===== src/irq_status_pkg.sv =====
package irq_status_pkg;
    localparam int          DATA_W           = 32;
    localparam int          ADDR_W           = 12;
    localparam int          QUEUE_N          = 16;
    localparam int          UNIT_COND_N      = 8;
    localparam int          UNIT_N           = 2;
    // register byte addresses
    localparam logic [11:0] TXQ_STATUS_ADDR  = 12'h250;
    localparam logic [11:0] TXQ_CLEAR_ADDR   = 12'h258;
    localparam logic [11:0] UNIT_STATUS_ADDR = 12'h260;
    localparam logic [11:0] UNIT_CLEAR_ADDR  = 12'h268;
    localparam logic [11:0] IRQ_STATUS_ADDR  = 12'h270;
    localparam logic [11:0] IRQ_ENABLE_ADDR  = 12'h274;
    localparam logic [11:0] IRQ_CLEAR_ADDR   = 12'h278;
    // field positions
    localparam int          UNIT3_LSB        = 16;
    localparam int          UNIT4_LSB        = 24;
    localparam int          COND_NO_CREDIT   = 7;
    localparam int          COND_RETRY       = 6;
    localparam int          COND_DMA_ERR     = 5;
    localparam int          COND_BAD_TYPE    = 4;
    localparam int          COND_RESP_ERR    = 3;
    localparam int          COND_XOFF        = 2;
    localparam int          COND_TIMEOUT     = 1;
    localparam int          COND_DONE        = 0;
    // summary event bits
    localparam int          EV_TXQ           = 0;
    localparam int          EV_UNIT          = 1;
    localparam int          EV_N             = 2;
    // reset values
    localparam logic [31:0] STATUS_RESET     = 32'h0000_0000;
    localparam logic [1:0]  EV_RESET         = 2'h0;
    localparam logic [31:0] ZERO_WORD        = 32'h0000_0000;
endpackage


===== src/queue_and_lsu_interrupt_status.sv =====
// Operation
// - Status bits 15-0 latch one pending request per transmit descriptor queue.
// - Bits 31-16 of the queue status and clear registers read as zero.
// - Writing one to a queue clear bit clears that status bit, zero has no effect.
// - The unit status register is read-only; hardware events set its bits and writes to the unit clear register clear them.
// - Bit 31 sets when unit four lacks outbound credit at the requested priority.
// - Bit 30 sets on a retried doorbell or a refused test-and-swap from unit four.
// - Bit 29 sets when unit four drops a transaction on a DMA transfer error.
// - Bit 28 sets when unit four refuses an unsupported type or bad encoding.
// - Bit 27 sets when a non-posted unit four transaction gets an error response.
// - Bit 26 sets when unit four withholds a transaction under Xoff.
// - Bit 25 sets when a unit four transaction times out.
// - Bit 24 sets on clean completion from unit four only if its request enabled it.
// - Bits 23-16 report the same eight conditions for unit three in the same order.
//
// The APB slave port was left to the implementer.
`timescale 1ns/1ps
module queue_and_lsu_interrupt_status
    import irq_status_pkg::*;
(
    // clock and reset
    input  wire logic                                clk_i,
    input  wire logic                                reset_i,
    // apb slave
    input  wire logic                                psel_i,
    input  wire logic                                penable_i,
    input  wire logic                                pwrite_i,
    input  wire logic [irq_status_pkg::ADDR_W-1:0]   paddr_i,
    input  wire logic [irq_status_pkg::DATA_W-1:0]   pwdata_i,
    input  wire logic [3:0]                          pstrb_i,
    output logic      [irq_status_pkg::DATA_W-1:0]   prdata_o,
    output logic                                     pready_o,
    output logic                                     pslverr_o,
    // queue requests, one-cycle pulses
    input  wire logic [irq_status_pkg::QUEUE_N-1:0]  queue_req_i,
    // unit three and four conditions, pulses, bit order as in the package
    input  wire logic [irq_status_pkg::UNIT_COND_N-1:0] unit_three_cond_i,
    input  wire logic [irq_status_pkg::UNIT_COND_N-1:0] unit_four_cond_i,
    // per request completion enables
    input  wire logic                                unit_three_request_control_i,
    input  wire logic                                unit_four_request_control_i,
    // interrupt
    output logic                                     irq_o
);
    import irq_status_pkg::*;

    // address decode
    function automatic logic hit(input logic [ADDR_W-1:0] a, input logic [11:0] r);
        hit = (a[11:2] == r[11:2]);
    endfunction

    wire             access      = psel_i & penable_i;
    wire             wr_access   = access & pwrite_i;
    wire             full_word   = &pstrb_i;
    wire             hit_txq_st  = hit(paddr_i, TXQ_STATUS_ADDR);
    wire             hit_txq_clr = hit(paddr_i, TXQ_CLEAR_ADDR);
    wire             hit_unit_st  = hit(paddr_i, UNIT_STATUS_ADDR);
    wire             hit_unit_clr = hit(paddr_i, UNIT_CLEAR_ADDR);
    wire             hit_irq_st  = hit(paddr_i, IRQ_STATUS_ADDR);
    wire             hit_irq_en  = hit(paddr_i, IRQ_ENABLE_ADDR);
    wire             hit_irq_clr = hit(paddr_i, IRQ_CLEAR_ADDR);
    wire             mapped      = hit_txq_st | hit_txq_clr | hit_unit_st | hit_unit_clr
                                 | hit_irq_st | hit_irq_en | hit_irq_clr;
    // status registers that are read-only refuse writes
    wire             ro_write    = pwrite_i & (hit_unit_st | hit_irq_st);
    wire             bad_access  = ~mapped | ro_write;
    wire             wr_ok       = wr_access & ~bad_access & full_word;

    // queue status
    logic [QUEUE_N-1:0]  txq_bits;
    wire  [QUEUE_N-1:0]  txq_clear   = (wr_ok & (hit_txq_clr | hit_txq_st))
                                     ? pwdata_i[QUEUE_N-1:0] : '0;

    sticky_bits #(
        .WIDTH   (QUEUE_N)
    ) u_txq (
        .clk_i   (clk_i),
        .reset_i (reset_i),
        .set_i   (queue_req_i),
        .clear_i (txq_clear),
        .bits_o  (txq_bits)
    );

    // unit conditions; completion gated by the per request enable
    wire [UNIT_COND_N-1:0] unit3_set = {unit_three_cond_i[UNIT_COND_N-1:1],
        unit_three_cond_i[COND_DONE] & unit_three_request_control_i};
    wire [UNIT_COND_N-1:0] unit4_set = {unit_four_cond_i[UNIT_COND_N-1:1],
        unit_four_cond_i[COND_DONE] & unit_four_request_control_i};
    wire [DATA_W-1:0]      unit_set   = {unit4_set, unit3_set, 16'h0000};
    // only the dedicated clear register touches the read-only status
    wire [DATA_W-1:0]      unit_clear = (wr_ok & hit_unit_clr) ? pwdata_i : ZERO_WORD;
    logic [DATA_W-1:0]     unit_bits;
    logic [DATA_W-UNIT3_LSB-1:0] unit_hi;

    sticky_bits #(
        .WIDTH   (DATA_W-UNIT3_LSB)
    ) u_unit (
        .clk_i   (clk_i),
        .reset_i (reset_i),
        .set_i   (unit_set[DATA_W-1:UNIT3_LSB]),
        .clear_i (unit_clear[DATA_W-1:UNIT3_LSB]),
        .bits_o  (unit_hi)
    );
    assign unit_bits = {unit_hi, 16'h0000};

    // summary interrupt events
    logic [EV_N-1:0] ev_bits;
    logic [EV_N-1:0] ev_enable;
    wire  [EV_N-1:0] ev_set;
    assign ev_set[EV_TXQ]  = |queue_req_i;
    assign ev_set[EV_UNIT] = |unit_set;
    wire  [EV_N-1:0] ev_clear = (wr_ok & hit_irq_clr) ? pwdata_i[EV_N-1:0] : EV_RESET;

    always_ff @(posedge clk_i) begin
        if (reset_i) begin
            ev_bits   <= EV_RESET;
            ev_enable <= EV_RESET;
        end else begin
            ev_bits <= ev_set | (ev_bits & ~ev_clear);
            if (wr_ok & hit_irq_en) begin
                ev_enable <= pwdata_i[EV_N-1:0];
            end
        end
    end

    assign irq_o = |(ev_bits & ev_enable);

    // read mux
    wire [DATA_W-1:0] rd_data =
        hit_txq_st ? {16'h0000, txq_bits} :
        hit_unit_st ? unit_bits :
        hit_irq_st ? {30'h0000_0000, ev_bits} :
        hit_irq_en ? {30'h0000_0000, ev_enable} :
        ZERO_WORD;

    always_ff @(posedge clk_i) begin
        if (reset_i) begin
            prdata_o <= ZERO_WORD;
        end else if (psel_i & ~penable_i & ~pwrite_i) begin
            prdata_o <= rd_data;
        end
    end

    assign pready_o  = 1'b1;
    assign pslverr_o = access & bad_access;

    // checks
    a_txq_set_holds: assert property (@(posedge clk_i) disable iff (reset_i)
        queue_req_i[0] |=> txq_bits[0])
        else $error("queue request not latched");
    a_txq_clear_one: assert property (@(posedge clk_i) disable iff (reset_i)
        (wr_ok && hit_txq_clr && pwdata_i[3] && !queue_req_i[3]) |=> !txq_bits[3])
        else $error("queue clear ignored");
    a_txq_clear_zero: assert property (@(posedge clk_i) disable iff (reset_i)
        (txq_bits[5] && !(wr_ok && (hit_txq_clr || hit_txq_st) && pwdata_i[5]))
        |=> txq_bits[5])
        else $error("queue bit lost without clear");
    a_txq_upper_zero: assert property (@(posedge clk_i) disable iff (reset_i)
        (psel_i && !penable_i && !pwrite_i && (hit_txq_st || hit_txq_clr))
        |=> prdata_o[31:16] == 16'h0000)
        else $error("reserved bits not zero");
    a_unit_ro_write: assert property (@(posedge clk_i) disable iff (reset_i)
        (wr_access && hit_unit_st && unit_set == 32'h0) |=> $stable(unit_bits))
        else $error("unit status written by software");
    a_unit4_credit: assert property (@(posedge clk_i) disable iff (reset_i)
        unit_four_cond_i[COND_NO_CREDIT] |=> unit_bits[31])
        else $error("credit bit not set");
    a_unit4_done_gate: assert property (@(posedge clk_i) disable iff (reset_i)
        (!unit_bits[24] && unit_four_cond_i[COND_DONE] && !unit_four_request_control_i)
        |=> !unit_bits[24])
        else $error("completion set while disabled");
    a_unit3_timeout: assert property (@(posedge clk_i) disable iff (reset_i)
        unit_three_cond_i[COND_TIMEOUT] |=> unit_bits[17])
        else $error("unit three timeout not set");
    a_unit_sticky: assert property (@(posedge clk_i) disable iff (reset_i)
        (unit_bits[26] && !(wr_ok && hit_unit_clr && pwdata_i[26])) |=> unit_bits[26])
        else $error("unit bit dropped");
endmodule // queue_and_lsu_interrupt_status


===== src/sticky_bits.sv =====
`timescale 1ns/1ps
module sticky_bits #(
    parameter int WIDTH = 16
) (
    // clock and reset
    input  wire logic             clk_i,
    input  wire logic             reset_i,
    // set and clear
    input  wire logic [WIDTH-1:0] set_i,
    input  wire logic [WIDTH-1:0] clear_i,
    // state
    output logic      [WIDTH-1:0] bits_o
);
    // set wins over a clear in the same cycle
    wire [WIDTH-1:0] next_bits = (bits_o & ~clear_i) | set_i;

    always_ff @(posedge clk_i) begin
        if (reset_i) begin
            bits_o <= '0;
        end else begin
            bits_o <= next_bits;
        end
    end
endmodule // sticky_bits


===== config.mk =====
export PLATFORM = sky130hd
export DESIGN_NAME = queue_and_lsu_interrupt_status
export DESIGN_NICKNAME = d
export VERILOG_FILES = /design/src/irq_status_pkg.sv /design/src/queue_and_lsu_interrupt_status.sv /design/src/sticky_bits.sv
export SDC_FILE = /design/constraint.sdc
export NUM_CORES = 1
export LEC_CHECK = 0
export BUFFER_PORTS_ARGS = -buffer_cell sky130_fd_sc_hd__buf_2
export CORE_ASPECT_RATIO = 0.75
export CORE_UTILIZATION = 48
export CTS_CLUSTER_DIAMETER = 200
export CTS_CLUSTER_SIZE = 12
export DETAILED_ROUTE_END_ITERATION = 16
export PLACE_DENSITY = 0.9
export REMOVE_ABC_BUFFERS = 1
export SLEW_MARGIN = 20
export SYNTH_ARGS = -nofsm -noshare
export SYNTH_HDL_FRONTEND = slang
export SYNTH_HIERARCHICAL = 1
export SYNTH_SLANG_ARGS = --single-unit

===== constraint.sdc =====
create_clock -name clk_i -period 3 [get_ports clk_i]
set_input_delay 0.6 -clock clk_i [delete_from_list [all_inputs] [get_ports clk_i]]
set_output_delay 0.6 -clock clk_i [all_outputs]
set_load 0.01 [all_outputs]

==> metrics, run 1 <==
status completed; DRT antenna net count 0; CTS tree built; most frequent CP cell buf_2; hold crit path type reg -> reg; final design instance area without fill 3930 µm²; DR pass1 iterations 4; crit-path cells buf_2 -> or4b_1 -> or2_4 -> a21oi_1 -> nor2_1 -> buf_2; cells on worst reg2reg path 4; Root Driver clkbuf_8; Vias/cell 5.21; worst-path fanout max 7; FF+latch count, synth 68; pins over their slew limit 0; clock buffer depth 2; Total Die Area 6750 µm²; crit-path max cell delay 680 ps; static leakage 1.83 nW; area of the multi-input gates 1470 µm²; Cells after Synth 331; post-cts resize count 0; Area Growth Syn to Fin 27.6%; initial core utilization 51.3%; post-synth cell types 36; vias in the first global route 2708; synthesized cell area 3080 µm²; RePlAce Congestion 0.812; FMAX 380 MHz; pin count of the biggest net entering global routing 35; core area 6010 µm²; WS Path Type in -> out; Die Ht 71.4 µm; GRT Residual Overflow 0; worst path required time 2400 ps; most common cell after layout, fill and taps aside buf_2; Setup-failing EPs final 0; layout filler cell count 504; Peak VDD IR 0.268 mV; Syn. warnings 6; slowest CP cell or4b_1; Port Buffer Count 118; hold path depth 2; CP Buf/Inv Count 2; DR iter-0 viols 120; Syn Area/Cell 9.31 µm²; total number of vias 2776; crit path capture type primary output; clk_skew 11.1 ps; min Tclk post-route 2630 ps; Slew headroom 49.6%; Reg area 1360 µm²; first-pass GRT wire length 12100 µm; power per cell area 494 nW/µm²; CTS Hold Bufs 0; Clock transition at path regs 70 ps; drc violations 0; WP data arrival 2030 ps; sum of negative setup slack 0 ps; Largest delay share family, worst path simple AND/OR/NAND/NOR gates; crit start category input port; Total GRT Usage 23.1%; Seq/Total Area, Yosys 44.2%; H-tree depth 3; final hold viol count 0; unrepaired setup endpoints after global routing no; final wirelength 7490 µm; Placed Area 3710 µm²; initial antenna violation count 0; setup bufs post-CTS 0; # clock sinks 68; ANT cells 0; WL per Instance 14.1 µm; Die W 94.5 µm; num ports 122; Worst-Margin Slew 756 ps; Nets 537; share of cells above drive strength 1 37.1%; # rows 24; number of cells on the critical path 6; clk_lat worst skew 330 ps; fin crit share 87.8%; max-cap viol count 0; most frequent cells in the layout 118 x buf_2, 68 x dfxtp_1, 39 x nand2b_1, 36 x inv_1, 33 x and2_1; DPL Wire Length 5600 µm; total CTS buffers 9
[state kept, by name, summed over array words and instances (netlist names)]
signal         count
prdata_o          32
u_txq/bits_o      16
u_unit/bits_o     16
ev_bits            2
ev_enable          2
[Yosys cell counts]
cell type  number  area share, %
dfxtp_1        68             44
nand2b_1       39            7.9
inv_1          36            4.4
and2_1         33            6.7
nor2_1         24            2.9
a21oi_2        20            5.7
a32oi_1        16            4.5
a22o_1         15            4.3
a21oi_1        13            2.1
nor4_1         10            2.0
clkbuf_1        9            1.1
a211oi_1        4           0.97
mux2i_1         4            1.3
nor3_1          4           0.65
buf_4           3           0.73
nand3_1         3           0.49
or4_1           3           0.73
a2111oi_4       2            1.8
buf_12          2            1.3
buf_2           2           0.32
buf_6           2           0.73
nand2_1         2           0.24
nand4_1         2           0.41
nor3b_1         2           0.49
or3_1           2           0.41
a311oi_1        1           0.28
a31oi_1         1           0.20
conb_1          1           0.12
nand4b_1        1           0.28
nor3_2          1           0.32
nor3b_4         1           0.61
nor4_2          1           0.41
nor4b_2         1           0.49
or2_4           1           0.28
or3b_2          1           0.28
or4b_1          1           0.32
[final timing paths]
path	start	slack, ps	to
max reg2reg	ev_enable[1]	1980	prdata_o[1]
min	u_txq/bits_o[12]	470	u_txq/bits_o[12]
max	paddr_i[11]	370	pslverr_o
min reg2reg	u_txq/bits_o[12]	470	u_txq/bits_o[12]
[where the power goes]
group / internal (W) / total, W / leakage (nW) / switching (W)
sequential: 0.000936 / 0.000954 / 0.559 / 0.0000179
combinational: 0.0000782 / 0.000175 / 1.17 / 0.0000964
clock: 0.000490 / 0.000816 / 0.107 / 0.000326
[kinds of logic after synthesis]
group | share of synthesized area, %
AO/OA/AOI/OAI | 19.9
buffers and inverters | 8.57
flip-flops | 44.2
multiplexers | 1.30
other | 0.122
AND/OR/NAND/NOR | 26.0
[worst register-to-register path, delay by kind of cell (launching register included)]
family / cells / cell delay (ps)
mux: 1 / 90
simple gates: 2 / 410
compound gates: 1 / 100
flops: 1 / 370
[layout make-up]
class | instances | area share [%]
inverter | 36 | 3.44
timing repair buffer | 126 | 16.5
sequential | 68 | 34.6
clock buffer | 12 | 3.69
clock inverter | 4 | 1.85
multi-input combinational | 209 | 37.4
tap | 78 | 2.48
[through the flow]
stage	setup slack (ps)	total power, W	hold slack [ps]	instances	util [%]
floorplan	511	0.00104	443	313	-
global placement	330	0.00114	449	517	61.9
detailed placement	278	0.00115	455	517	61.9
CTS	372	0.00196	473	533	65.5
global route	324	0.00202	493	533	65.5
finish	365	0.00194	472	533	65.5
[routing by layer]
layer | up-vias | part of all wire (%) | track usage [%]
li1 | 1376 | - | -
met1 | 1306 | 45 | 29.9
met2 | 86 | 49 | 37.8
met3 | 8 | 5.2 | 6.16
met4 | 0 | 1.2 | 7.58
met5 | - | 0 | 0
Note: power is estimated with default switching activity, not from simulation.
==> run 2: changes to the inputs <==
--- a/config.mk
+++ b/config.mk
@@ -7,11 +7,11 @@
 export LEC_CHECK = 0
 export BUFFER_PORTS_ARGS = -buffer_cell sky130_fd_sc_hd__buf_2
 export CORE_ASPECT_RATIO = 0.75
-export CORE_UTILIZATION = 48
+export CORE_UTILIZATION = 50
 export CTS_CLUSTER_DIAMETER = 200
 export CTS_CLUSTER_SIZE = 12
 export DETAILED_ROUTE_END_ITERATION = 16
-export PLACE_DENSITY = 0.9
+export PLACE_DENSITY = 0.93
 export REMOVE_ABC_BUFFERS = 1
 export SLEW_MARGIN = 20
 export SYNTH_ARGS = -nofsm -noshare
==> constraint.sdc (replaced) <==
create_clock -name clk_i -period 3.3 [get_ports clk_i]
set_input_delay 0.66 -clock clk_i [delete_from_list [all_inputs] [get_ports clk_i]]
set_output_delay 0.66 -clock clk_i [all_outputs]
set_load 0.01 [all_outputs]
==> run 2 against run 1 <==
Clock-buffer cell count shrank 3. Via count is 0.97% higher. Largest cell class unchanged. Sequential share of layout area increased by 0.088 points. Combinational power shrank 9.7%. Clock skew shrank 8.3 ps. Non-clock buffer count is 3 lower. Critical endpoint unchanged. Core utilization grew 1.2 points. Flip-flop and latch count unchanged.
==> metrics, run 2 (same netlist as run 1, synthesis figures left out) <==
status completed; Reg power frac 47.3% (-1.8 points); DR iter-0 viols 131 (+9.2%); Reg with most FFs prdata_o; Switching Share 22.7% (+0.092 points); sum of negative setup slack 0 ps (unchanged); RePlAce Congestion 0.926 (+14%); DR pass1 iterations 4 (unchanged); Port Buffer Count 118 (unchanged); Die W 92.7 µm (-2.0%); crit path capture type primary output; pins over their slew limit 0 (unchanged); most frequent cells in the layout 118 x buf_2, 68 x dfxtp_1, 39 x nand2b_1, 36 x inv_1, 33 x and2_1; clock group share of total power 44.1% (+2.1 points); WP data arrival 2060 ps (+30 ps); WS Path Type in -> out; first-pass GRT wire length 12700 µm (+4.8%); share of cells above drive strength 1 37.2% (about the same); crit start category input port; internal power 0.00142 W (-5.7%); core area 5890 µm² (-2.0%); clock buffer depth 2 (unchanged); # rows 24 (unchanged); Root Driver clkbuf_8; pin count of the biggest net entering global routing 49 (+40%); Clock transition at path regs 70 ps (about the same); initial core utilization 52.4% (+1.0 points); Vias/cell 5.29 (+1.5%); Top Registers prdata_o (32), u_txq/bits_o (16), u_unit/bits_o (16); Setup-failing EPs final 0 (unchanged); FMAX 368 MHz; most common cell after layout, fill and taps aside buf_2; post-cts resize count 0 (unchanged); setup bufs post-CTS 0 (unchanged); Area Growth Syn to Fin 27.3%; max reg flops 32 (unchanged); layout filler cell count 516 (+2.4%); CTS tree built; clk_skew 2.87 ps (-8.25 ps); ANT cells 0 (unchanged); unrepaired setup endpoints after global routing no; hold crit path type reg -> reg; max-cap viol count 0 (unchanged); num ports 122 (unchanged); CTS Hold Bufs 0 (unchanged); power per cell area 468 nW/µm² (-5.3%); fin crit share 82.3%; PnR worst setup slack 583 ps (+218 ps); initial antenna violation count 0 (unchanged); Slew headroom 32.2% (-17 points); Die Ht 70.0 µm (-2.0%); DRT antenna net count 0 (unchanged); Total Die Area 6480 µm² (-3.9%); final wirelength 7860 µm (+4.9%); worst-path fanout max 7 (unchanged); total CTS buffers 9 (unchanged); Nets 534 (-0.56%); Comb pwr share 8.6% (-0.4 points); # clock sinks 68 (unchanged); NetSw 0.000417 W (-5.2%); worst path required time 2640 ps (+240 ps); GRT Residual Overflow 0 (unchanged); DPL Wire Length 5770 µm (+2.9%); clk_lat worst skew 330 ps (about the same); H-tree depth 3 (unchanged); static leakage 1.82 nW (-0.49%); min Tclk post-route 2720 ps; Worst-Margin Slew 1010 ps (+256 ps); final hold viol count 0 (unchanged); Peak VDD IR 0.279 mV (+4.2%); drc violations 0 (unchanged); Total GRT Usage 25.3% (+2.1 points); total number of vias 2803 (+0.97%); WL per Instance 14.8 µm (+5.5%); dpl ws 500 ps (+222 ps); vias in the first global route 2847 (+5.1%)
[run 2: final timing paths]
path	start	end	slack (ps)	cells past startpoint
min reg2reg	u_txq/bits_o[12]	prdata_o[12]	470	1
max	paddr_i[11]	pslverr_o	580	6
min	u_txq/bits_o[12]	prdata_o[12]	470	1
max reg2reg	ev_enable[0]	prdata_o[0]	2220	4
[run 2: layout make-up]
cell class                      instances  area (µm²)  area share [%]
Tap cell                               78        97.6            2.49
Clock inverter                          7         115            2.93
Timing Repair Buffer                  123         628            16.0
Sequential cell                        68        1360            34.7
Multi-Input combinational cell        209        1460            37.3
Clock buffer                            9         124            3.16
Inverter                               36         135            3.44
[run 2: power by group through the flow]
| stage | logic [W] | registers, W | clock network [W] |
|---|---|---|---|
| after floorplan | 0.0000674 | 0.000882 | 0 |
| after global placement | 0.000147 | 0.000883 | 0 |
| after detailed placement | 0.000156 | 0.000887 | 0 |
| after CTS | 0.000158 | 0.000868 | 0.000823 |
| after global routing | 0.000174 | 0.000871 | 0.000854 |
| final | 0.000158 | 0.000868 | 0.000810 |
[run 2: critical path: stages]
cell	delay, ps
buf_2	90
or4b_1	670
or2_4	330
a21oi_1	130
nor2_1	50
buf_2	130
[run 2: per-stage QoR]
stage                     utilization [%]  std cells  cell area, µm²  hold slack, ps  power [W]
final                                66.6        530            3920             470    0.00184
after global routing                 66.6        530            3920             493    0.00190
after CTS                            66.6        530            3920             469    0.00185
after detailed placement             62.6        514            3680             452    0.00104
after global placement               62.6        514            3680             449    0.00103
after floorplan                         -        313            2950             443   0.000949
[run 2: routing by layer]
metal | up-vias | track usage (%) | wire length [µm]
met5 | - | 0 | 0
met4 | 0 | 12.6 | 208
met3 | 20 | 6.86 | 546
met2 | 123 | 43.5 | 3780
met1 | 1291 | 28.9 | 3320
li1 | 1369 | - | -
